### config.mk
export PLATFORM = sky130hd
export DESIGN_NAME = smbst_status
export DESIGN_NICKNAME = d
export VERILOG_FILES = /design/src/smbst_pkg.sv /design/src/smbst_status.sv
export SDC_FILE = /design/constraint.sdc
export NUM_CORES = 1
export LEC_CHECK = 0
export ABC_AREA = 1
export BUFFER_PORTS_ARGS = -buffer_cell sky130_fd_sc_hd__buf_2
export CORE_MARGIN = 4
export CORE_UTILIZATION = 35
export DETAILED_ROUTE_END_ITERATION = 12
export SLEW_MARGIN = 20
export SYNTH_ARGS = -nofsm -noshare
export SYNTH_HDL_FRONTEND = slang
export SYNTH_SLANG_ARGS = --single-unit
### constraint.sdc
create_clock -name pclk -period 4.3 [get_ports pclk]
set_input_delay 0.86 -clock pclk [delete_from_list [all_inputs] [get_ports pclk]]
set_output_delay 0.86 -clock pclk [all_outputs]
set_load 0.01 [all_outputs]
### src/smbst_pkg.sv
package smbst_pkg;

    // ----------------------------------------
    // Register map
    // ----------------------------------------
    localparam logic [11:0] SMBST_STATUS_OFS = 12'h424;
    localparam logic [11:0] SMBST_CTRL_OFS = 12'h428;
    localparam logic [11:0] SMBST_IMASK_OFS = 12'h430;

    // ----------------------------------------
    // Field positions
    // ----------------------------------------
    localparam int SMBST_SADDR_LSB = 1;
    localparam int SMBST_MADDR_LSB = 9;
    localparam int SMBST_DONE_BIT = 24;
    localparam int SMBST_ERR_LSB = 25;
    localparam int SMBST_CTRL_IOM_BIT = 16;
    localparam int SMBST_CTRL_ICS_BIT = 17;

    // ----------------------------------------
    // Reset values and counts
    // ----------------------------------------
    localparam logic [4:0] SMBST_ERR_RST = 5'h00;
    localparam logic [4:0] SMBST_MASK_RST = 5'h00;
    localparam int SMBST_ARB_LIMIT = 16;

    typedef enum logic [1:0] {
        SMBST_IDLE = 2'b00,
        SMBST_ARB = 2'b01,
        SMBST_XFER = 2'b10
    } smbst_arb_state_t;

    // Events reported by the master SMBus engine and the EEPROM loader.
    typedef struct packed {
        logic arb_start;
        logic arb_won;
        logic arb_lost;
        logic xfer_done;
        logic nack;
        logic misplaced_cond;
    } smbst_master_ev_t;

    typedef struct packed {
        logic load_enabled;
        logic load_end;
        logic done_cmd_seen;
        logic checksum_bad;
        logic unmapped_write;
    } smbst_loader_ev_t;

endpackage

### src/smbst_status.sv
// The APB slave port was left to the implementer.
`timescale 1ns/10ps
module smbst_status
#(
    // Straight arbitration losses that end a transfer
    parameter int ARB_LIMIT = smbst_pkg::SMBST_ARB_LIMIT
)
(
    // APB slave
    input wire logic pclk,
    input wire logic presetn,
    input wire logic psel,
    input wire logic penable,
    input wire logic pwrite,
    input wire logic [11:0] paddr,
    input wire logic [31:0] pwdata,
    output logic [31:0] prdata,
    output logic pready,
    output logic pslverr,
    // Hardware initialised addresses
    input wire logic [6:0] slave_port_address,
    input wire logic [6:0] master_port_address,
    // Master engine and loader events
    input wire smbst_pkg::smbst_master_ev_t mst_ev,
    input wire smbst_pkg::smbst_loader_ev_t ldr_ev,
    // Master engine control
    output logic arb_retry,
    output logic xfer_abort,
    output logic xfer_proceed,
    // Interrupt
    output logic irq
);
    import smbst_pkg::*;

    // ----------------------------------------
    // Parameter checks
    // ----------------------------------------
    // The loss counter is five bits wide, so it cannot count past thirty-one.
    generate
        if (ARB_LIMIT < 2 || ARB_LIMIT > 32)
        begin : g_bad_limit
            $error("ARB_LIMIT out of range");
        end
    endgenerate

    // ----------------------------------------
    // Decoding
    // ----------------------------------------
    function automatic logic reg_hit(input logic [11:0] addr, input logic [11:0] ofs);
        return addr == ofs;
    endfunction

    function automatic logic reg_known(input logic [11:0] addr);
        return reg_hit(addr, SMBST_STATUS_OFS) || reg_hit(addr, SMBST_CTRL_OFS) ||
               reg_hit(addr, SMBST_IMASK_OFS);
    endfunction

    // Places the five error bits at their field; the mask shares the layout.
    function automatic logic [31:0] err_word(input logic [4:0] err);
        logic [31:0] w;
        w = 32'h0000_0000;
        w[SMBST_ERR_LSB +: 5] = err;
        return w;
    endfunction

    function automatic logic [31:0] status_word(
        input logic [6:0] saddr,
        input logic [6:0] maddr,
        input logic done,
        input logic [4:0] err
    );
        logic [31:0] w;
        w = err_word(err);
        w[SMBST_SADDR_LSB +: 7] = saddr;
        w[SMBST_MADDR_LSB +: 7] = maddr;
        w[SMBST_DONE_BIT] = done;
        return w;
    endfunction

    function automatic logic [31:0] ctrl_word(input logic iom, input logic ics);
        logic [31:0] w;
        w = 32'h0000_0000;
        w[SMBST_CTRL_IOM_BIT] = iom;
        w[SMBST_CTRL_ICS_BIT] = ics;
        return w;
    endfunction

    // ----------------------------------------
    // Register access
    // ----------------------------------------
    logic wr_en;
    logic rd_en;
    logic [6:0] saddr_r;
    logic [6:0] maddr_r;
    logic addr_cap_r;
    logic done_r;
    logic [4:0] err_r;
    logic [4:0] err_nxt;
    logic [4:0] err_set;
    logic [4:0] mask_r;
    logic iom_r;
    logic ics_r;
    logic [4:0] lost_cnt_r;
    smbst_arb_state_t st_r;
    logic wr_status;
    logic wr_ctrl;
    logic wr_mask;
    logic [31:0] rd_word;
    logic [4:0] lost_limit;

    assign wr_en = psel && penable && pwrite;
    assign rd_en = psel && !pwrite;
    assign pready = 1'b1;
    assign wr_status = wr_en && reg_hit(paddr, SMBST_STATUS_OFS);
    assign wr_ctrl = wr_en && reg_hit(paddr, SMBST_CTRL_OFS);
    assign wr_mask = wr_en && reg_hit(paddr, SMBST_IMASK_OFS);
    assign lost_limit = 5'(ARB_LIMIT - 1);

    // Unmapped addresses answer with an error so stray software is visible.
    always_comb
    begin
        pslverr = 1'b0;
        if (psel && penable)
        begin
            pslverr = !reg_known(paddr);
        end
    end

    // Address capture once after reset release.
    always_ff @(posedge pclk or negedge presetn)
    begin
        if (!presetn)
        begin
            saddr_r <= 7'h00;
            maddr_r <= 7'h00;
            addr_cap_r <= 1'b0;
        end
        else if (!addr_cap_r)
        begin
            saddr_r <= slave_port_address;
            maddr_r <= master_port_address;
            addr_cap_r <= 1'b1;
        end
    end

    // ----------------------------------------
    // Read data
    // ----------------------------------------
    // Reserved bits and unmapped offsets read as zero.
    always_comb
    begin
        rd_word = 32'h0000_0000;
        unique case (paddr)
            SMBST_STATUS_OFS:
            begin
                rd_word = status_word(saddr_r, maddr_r, done_r, err_r);
            end
            SMBST_CTRL_OFS:
            begin
                rd_word = ctrl_word(iom_r, ics_r);
            end
            SMBST_IMASK_OFS:
            begin
                rd_word = err_word(mask_r);
            end
            default:
            begin
                rd_word = 32'h0000_0000;
            end
        endcase
    end

    // Read data is taken in the setup cycle so it stands through the access phase.
    always_ff @(posedge pclk or negedge presetn)
    begin
        if (!presetn)
        begin
            prdata <= 32'h0000_0000;
        end
        else if (rd_en && !penable)
        begin
            prdata <= rd_word;
        end
    end

    // ----------------------------------------
    // Control and mask registers
    // ----------------------------------------
    // Override controls from software.
    always_ff @(posedge pclk or negedge presetn)
    begin
        if (!presetn)
        begin
            iom_r <= 1'b0;
            ics_r <= 1'b0;
        end
        else if (wr_ctrl)
        begin
            iom_r <= pwdata[SMBST_CTRL_IOM_BIT];
            ics_r <= pwdata[SMBST_CTRL_ICS_BIT];
        end
    end

    // A set mask bit lets its error flag raise the interrupt.
    always_ff @(posedge pclk or negedge presetn)
    begin
        if (!presetn)
        begin
            mask_r <= SMBST_MASK_RST;
        end
        else if (wr_mask)
        begin
            mask_r <= pwdata[SMBST_ERR_LSB +: 5];
        end
    end

    // ----------------------------------------
    // Arbitration retry
    // ----------------------------------------
    // Automatic re-arbitration pulse.
    assign arb_retry = (st_r == SMBST_ARB) && mst_ev.arb_lost && !iom_r &&
                       (lost_cnt_r != lost_limit);
    assign xfer_abort = (st_r == SMBST_ARB) && mst_ev.arb_lost && !iom_r &&
                        (lost_cnt_r == lost_limit);
    assign xfer_proceed = (st_r == SMBST_ARB) &&
                          (mst_ev.arb_won || (mst_ev.arb_lost && iom_r));

    always_ff @(posedge pclk or negedge presetn)
    begin
        if (!presetn)
        begin
            st_r <= SMBST_IDLE;
            lost_cnt_r <= 5'h00;
        end
        else
        begin
            unique case (st_r)
                SMBST_IDLE:
                begin
                    lost_cnt_r <= 5'h00;
                    if (mst_ev.arb_start)
                    begin
                        st_r <= SMBST_ARB;
                    end
                end
                SMBST_ARB:
                begin
                    if (xfer_proceed)
                    begin
                        st_r <= SMBST_XFER;
                    end
                    else if (xfer_abort)
                    begin
                        st_r <= SMBST_IDLE;
                    end
                    else if (arb_retry)
                    begin
                        lost_cnt_r <= lost_cnt_r + 5'h01;
                    end
                end
                SMBST_XFER:
                begin
                    if (mst_ev.xfer_done)
                    begin
                        st_r <= SMBST_IDLE;
                    end
                end
                default: st_r <= SMBST_IDLE;
            endcase
        end
    end

    // ----------------------------------------
    // Status flags
    // ----------------------------------------
    always_comb
    begin
        err_set = 5'h00;
        err_set[0] = mst_ev.nack;
        err_set[1] = xfer_abort;
        err_set[2] = mst_ev.misplaced_cond;
        err_set[3] = ldr_ev.load_enabled && !ics_r &&
                     (ldr_ev.checksum_bad || (ldr_ev.load_end && !ldr_ev.done_cmd_seen));
        err_set[4] = ldr_ev.load_enabled && ldr_ev.unmapped_write;
        err_nxt = err_r;
        if (wr_status)
        begin
            err_nxt = err_r & ~pwdata[SMBST_ERR_LSB +: 5];
        end
        err_nxt = err_nxt | err_set;
    end

    always_ff @(posedge pclk or negedge presetn)
    begin
        if (!presetn)
        begin
            err_r <= SMBST_ERR_RST;
        end
        else
        begin
            err_r <= err_nxt;
        end
    end

    // Loader done on end or error.
    always_ff @(posedge pclk or negedge presetn)
    begin
        if (!presetn)
        begin
            done_r <= 1'b0;
        end
        else if (ldr_ev.load_enabled && (ldr_ev.load_end || err_set[3] ||
                 ldr_ev.checksum_bad || ldr_ev.unmapped_write))
        begin
            done_r <= 1'b1;
        end
    end

    // ----------------------------------------
    // Interrupt
    // ----------------------------------------
    // Decoded from the err_r and mask_r flip-flops; irq itself is not registered.
    assign irq = |(err_r & mask_r);

endmodule

**After elaboration in Yosys (flattened, before gate mapping)**

Index checks and enable logic that the tools add are counted.

- Input bits: 74
- Register bits after elaboration: 67
- Logic and storage cells: 77
- Output and inout port bits: 38

- Add/sub/neg operators: 1
- Multiplexer cells: 12
- Bitwise logic cells: 4
- Reductions and logical operators: 36
- Eq/ne operators: 13

Operator list:

| operator | count |
|---|---|
| 30-bit one-hot mux with 3 select lines | 1 |
| 12-bit by 11-bit == test with 1-bit output (second input constant) | 3 |
| 5-bit two-way mux | 4 |
| 1-bit logical AND | 18 |
| 5-bit bitwise AND | 2 |
| 2-bit != test (second input constant) | 5 |
| 5-bit one-hot mux with 2 select lines | 1 |
| 2-bit two-way mux | 4 |
| 1-bit logical OR | 7 |
| 1-bit logical NOT | 6 |
| 2-bit one-hot mux with 3 select lines | 1 |
| 5-bit by 1-bit adder with 5-bit output (second input constant) | 1 |
| 5-bit by 4-bit == test with 1-bit output (second input constant) | 1 |
| 5-bit by 4-bit != test with 1-bit output (second input constant) | 1 |
| 5-bit NOT | 1 |
| 5-bit OR | 1 |
| 5-bit OR reduction | 1 |
| 4-bit AND reduction | 1 |
| 3-bit != test (second input constant) | 1 |
| 3-bit AND reduction | 1 |
| 2-bit by 1-bit == test with 1-bit output (second input constant) | 1 |
| 2-bit == test (second input constant) | 1 |
| 2-bit logical NOT | 1 |
| 2-bit nonzero test | 1 |
| 1-bit two-way mux | 1 |

**Logic depth before layout (Yosys ltp)**

- Depth in word-level cells: 8
- Mapped depth: 8

**Worst setup path after synthesis**

OpenSTA, ideal clock, no wires.

- Path kind: in2out
- From: in paddr[9]
- To: out pslverr
- Setup slack: 1968 ps
- Arrival: 1472 ps
- Cell stages on the path: 6
- Required time: 3440 ps
- Path buffers: 0
- Cells stage by stage: nor2_1 nand3_2 nor2_8 o21ai_0 nand2_1 nor2_1

- Word-level cells in the longest chain between the ends: 5
- Elaborated cells between the ends (all ways): 7
- Those cells by class: eq/ne: 3; mux: 1; reduce/logical: 3

Ends and longest elaborated chain:

| what | line | RTL |
|---|---|---|
| start, declared | smbst_status.sv:15 | `input wire logic [11:0] paddr,` |
| 12-bit by 11-bit == test with 1-bit output | smbst_status.sv:50 | `return addr == ofs;` |
| 1-bit logical OR | smbst_status.sv:54 | `return reg_hit(addr, SMBST_STATUS_OFS) \|\| reg_hit(addr, SMBST_CTRL_OFS) \|\|` |
| 1-bit logical OR (*) | smbst_status.sv:54 |  |
| 1-bit logical NOT (*) | smbst_status.sv:125 | `pslverr = !reg_known(paddr);` |
| 1-bit two-way mux (*) | smbst_status.sv:123 | `if (psel && penable)` |
| end, declared | smbst_status.sv:19 | `output logic pslverr,` |

Mark *: on every way between the ends. The rest lies on a longest branch, timed or not.

**Worst setup path after layout**

- From: in paddr[7]
- To: out pslverr

The elaborated chain is that of the path after synthesis.

==> impl_results.md <==
* WS Path Type: in2out
* Worst slew pin tran at 0.7589 ns
* Reg2Reg Launch Point: lost_cnt_r[0]
* Skew final at about 0.011 ns
* Placeable Area at 0.007807 mm2
* Seq pwr share at a little under half
* Cell variety after synth at 30
* Reg-to-reg slack, setup at 2.63 ns
* Initial Utilization at a little over a third
* Post-route insts no fill at a little under 500
* Share of cells above drive strength 1 at between 30% and 40%
* Post-CTS Setup Bufs at 0
* RePlAce Congestion at between 0.7 and 0.8
* Die Y at roughly 98 um
* Peak supply drop at approximately 0.00014 V
* Sequential share of the synthesized area at around half
* Final hold vios at 0
* Post-Syn Instances at roughly 310
* Routed Antenna Nets at 0
* Boundary Pins at 112
* Synth Area per Inst at 9.151 um2
* Clk buf depth at 2
* Post-synth ARST share at 100.0%
* Clk pwr share at 41.4%
* Pwr per Cell Area at between 300 and 400 mW/mm2
* Static leakage at ~1.8 nW
* FF-to-FF End: lost_cnt_r[2]
* Setup TNS at 0 ns
* Worst EP arrival at between 1.5 and 2 ns
* Die width at roughly 100 um
* Area Overhead vs Synth at 21.73%
* Drt via density at roughly 4.6
* Area leader, netlist: dfrtp_1
* Post-synth EDFFs at 0
* First-pass GRT wire length at roughly 11000 um
* Critical path peak fanout at 9
* # rows at 32
* CTS tree: yes
* Minimum clock period at 2.624 ns
* CP Capture Point: pslverr
* Resized Gates After CTS at 0
* Antenna violations before repair at 0
* Warnings from Yosys at 0
* Root buf cell: clkbuf_8
* H-tree depth at 3
* Slew HR at ~50%
* Total internal power at between 0.0009 and 0.001 W
* Hold Path Class: reg2reg
* Crit. End Element: output pin
* Synth Cell Area at 0.002828 mm2
* Pre-CTS setup slack at roughly 1.7 ns
* CP startpoint: paddr[7]
* PortBufs at 75
* Placed cell count at 480
* Yosys top cell area share at about half
* Worst-Skew Late Latency at between 0.3 and 0.4 ns
* Total GRT Usage at 13.79%
* Most frequent cells after synthesis: nand2_1, dfrtp_1, inv_1
* Routed WL at about 6200 um
* Clk slew on worst S/H paths at ~0.060 ns
* Initial DRT Pass Iterations at 4
* Final core utilization at between 40 and 50%
* Vias after detailed routing at around 2300
* Synth Flop Type: dfrtp_1
* Number of sinks driven by the clock tree at 57
* Post-CTS Hold Buffers at 0
* Top-count cell post-synth: nand2_1
* Crit share post-route at slightly above 60%
* Nets at approximately 470
* Fmax at 381.0 MHz
* Final Max Tran Viols at 0
* CP startpoint kind: input pin
* Initial DRC count at 64
* P_sw at approximately 0.00032 W
* Grt total ovfl at 0
* Total CTS buffers at 9
* Outcome: completed
* Die Area at around 0.0096 mm2
* Final setup fails at 0
* Wire length per cell at 12.53 um
* Comb pwr share at 13.0%
* Top cells by area, synth: dfrtp_1, nand2_1, mux2_2
* Vias in the first global route at around 2300
* Unrepaired setup endpoints after global routing: no
* Largest net degree at the start of global routing at 31
* Flops & latches, synth at 57
* # diodes at 0
* Switching share of power at around 25%
* Reg2reg path depth at 8
* Fin worst setup slack at ~1.7 ns
* Max Cap Viol at 0
* DRC at 0
* Final hold slack at roughly 0.46 ns
* Worst path required time at ~3.4 ns
* DP HPWL at between 4000 and 5000 um
## sequential cells by signal, indices dropped and copies added, names as in the netlist, 2 cells and up
name and flops:
err_r 5, lost_cnt_r 5, maddr_r 7, mask_r 5, prdata 22, saddr_r 7
st_r 2
## worst min-delay path by stage
stage	startpoint	endpoint	slack, ns	cells past startpoint
floorplan	st_r[0]	st_r[1]	0.43	1
global placement	st_r[0]	st_r[1]	0.45	1
detailed placement	st_r[0]	st_r[1]	0.45	1
CTS	st_r[0]	st_r[1]	0.47	1
global route	done_r	done_r	0.50	1
finish	st_r[0]	st_r[1]	0.46	1
## layer usage
| layer | track usage (%) | vias to the layer above | part of all wire (%) |
|---|---|---|---|
| li1 | - | 1137 | - |
| met2 | 22.62 | 49 | 49 |
| met3 | 3.143 | 7 | 4.7 |
| met5 | 0 | - | 0 |
| met1 | 17.37 | 1072 | 45 |
| met4 | 6.177 | 0 | 1.0 |
## cell families after synthesis
group                      after synthesis  share of synthesized area (%)
muxes                                   14                          5.575
and+or+nand+nor                        159                          26.90
adders and majority gates                2                         0.8848
buffers and inverters                   42                          8.540
DFF                                     57                          50.44
other                                    2                         0.2656
AOI/OAI and AO/OA                       33                          7.389
## layout by cell type, fill, tap and decap left out, types with 2 or more instances in the layout
| master | n |
|---|---|
| nand3_1 | 19 |
| o21ai_1 | 2 |
| inv_1 | 21 |
| buf_2 | 75 |
| nand2_2 | 2 |
| nor2_4 | 6 |
| dfrtp_1 | 57 |
| nor2_2 | 2 |
| clkbuf_8 | 10 |
| nand4_1 | 7 |
| mux2_2 | 14 |
| o21ai_0 | 18 |
| nand2_1 | 107 |
| ha_1 | 2 |
| inv_2 | 3 |
| bufinv_16 | 2 |
| nor2_1 | 7 |
| or2_2 | 2 |
| clkbuf_1 | 2 |
| conb_1 | 12 |
| o21ai_2 | 10 |
| buf_4 | 2 |
## area by class of cell
class	count	area, um2
fill	834	4365
sequential	57	1426
multi-input combinational	220	1197
timing repair buffer	77	390.4
clock buffer	12	145.1
tap	102	127.6
inverter	24	90.09
clock inverter	3	65.06
## critical path: stages
cell and delay, ns:
buf_2 0.10, nor2_2 0.15, nand2_2 0.11, nor2_8 0.19
nand2_1 0.11, nand2_1 0.08, nor2_1 0.04, buf_2 0.13
## power groups by stage
stage          Combinational (W)  Clock (W)  Sequential, W
2_1_floorplan           0.000120          0       0.000594
3_3_place_gp            0.000169          0       0.000598
3_5_place_dp            0.000173          0       0.000600
4_1_cts                 0.000173   0.000553       0.000590
5_1_grt                 0.000194   0.000578       0.000594
6_report                0.000168   0.000537       0.000591
## per-stage QoR
stage | area, um2 | total power, W
floorplan | 2865 | 0.0007138
global placement | 3232 | 0.0007676
detailed placement | 3232 | 0.0007730
CTS | 3442 | 0.001316
global route | 3442 | 0.001366
finish | 3442 | 0.001296
Note: power is estimated with default switching activity, not from simulation.
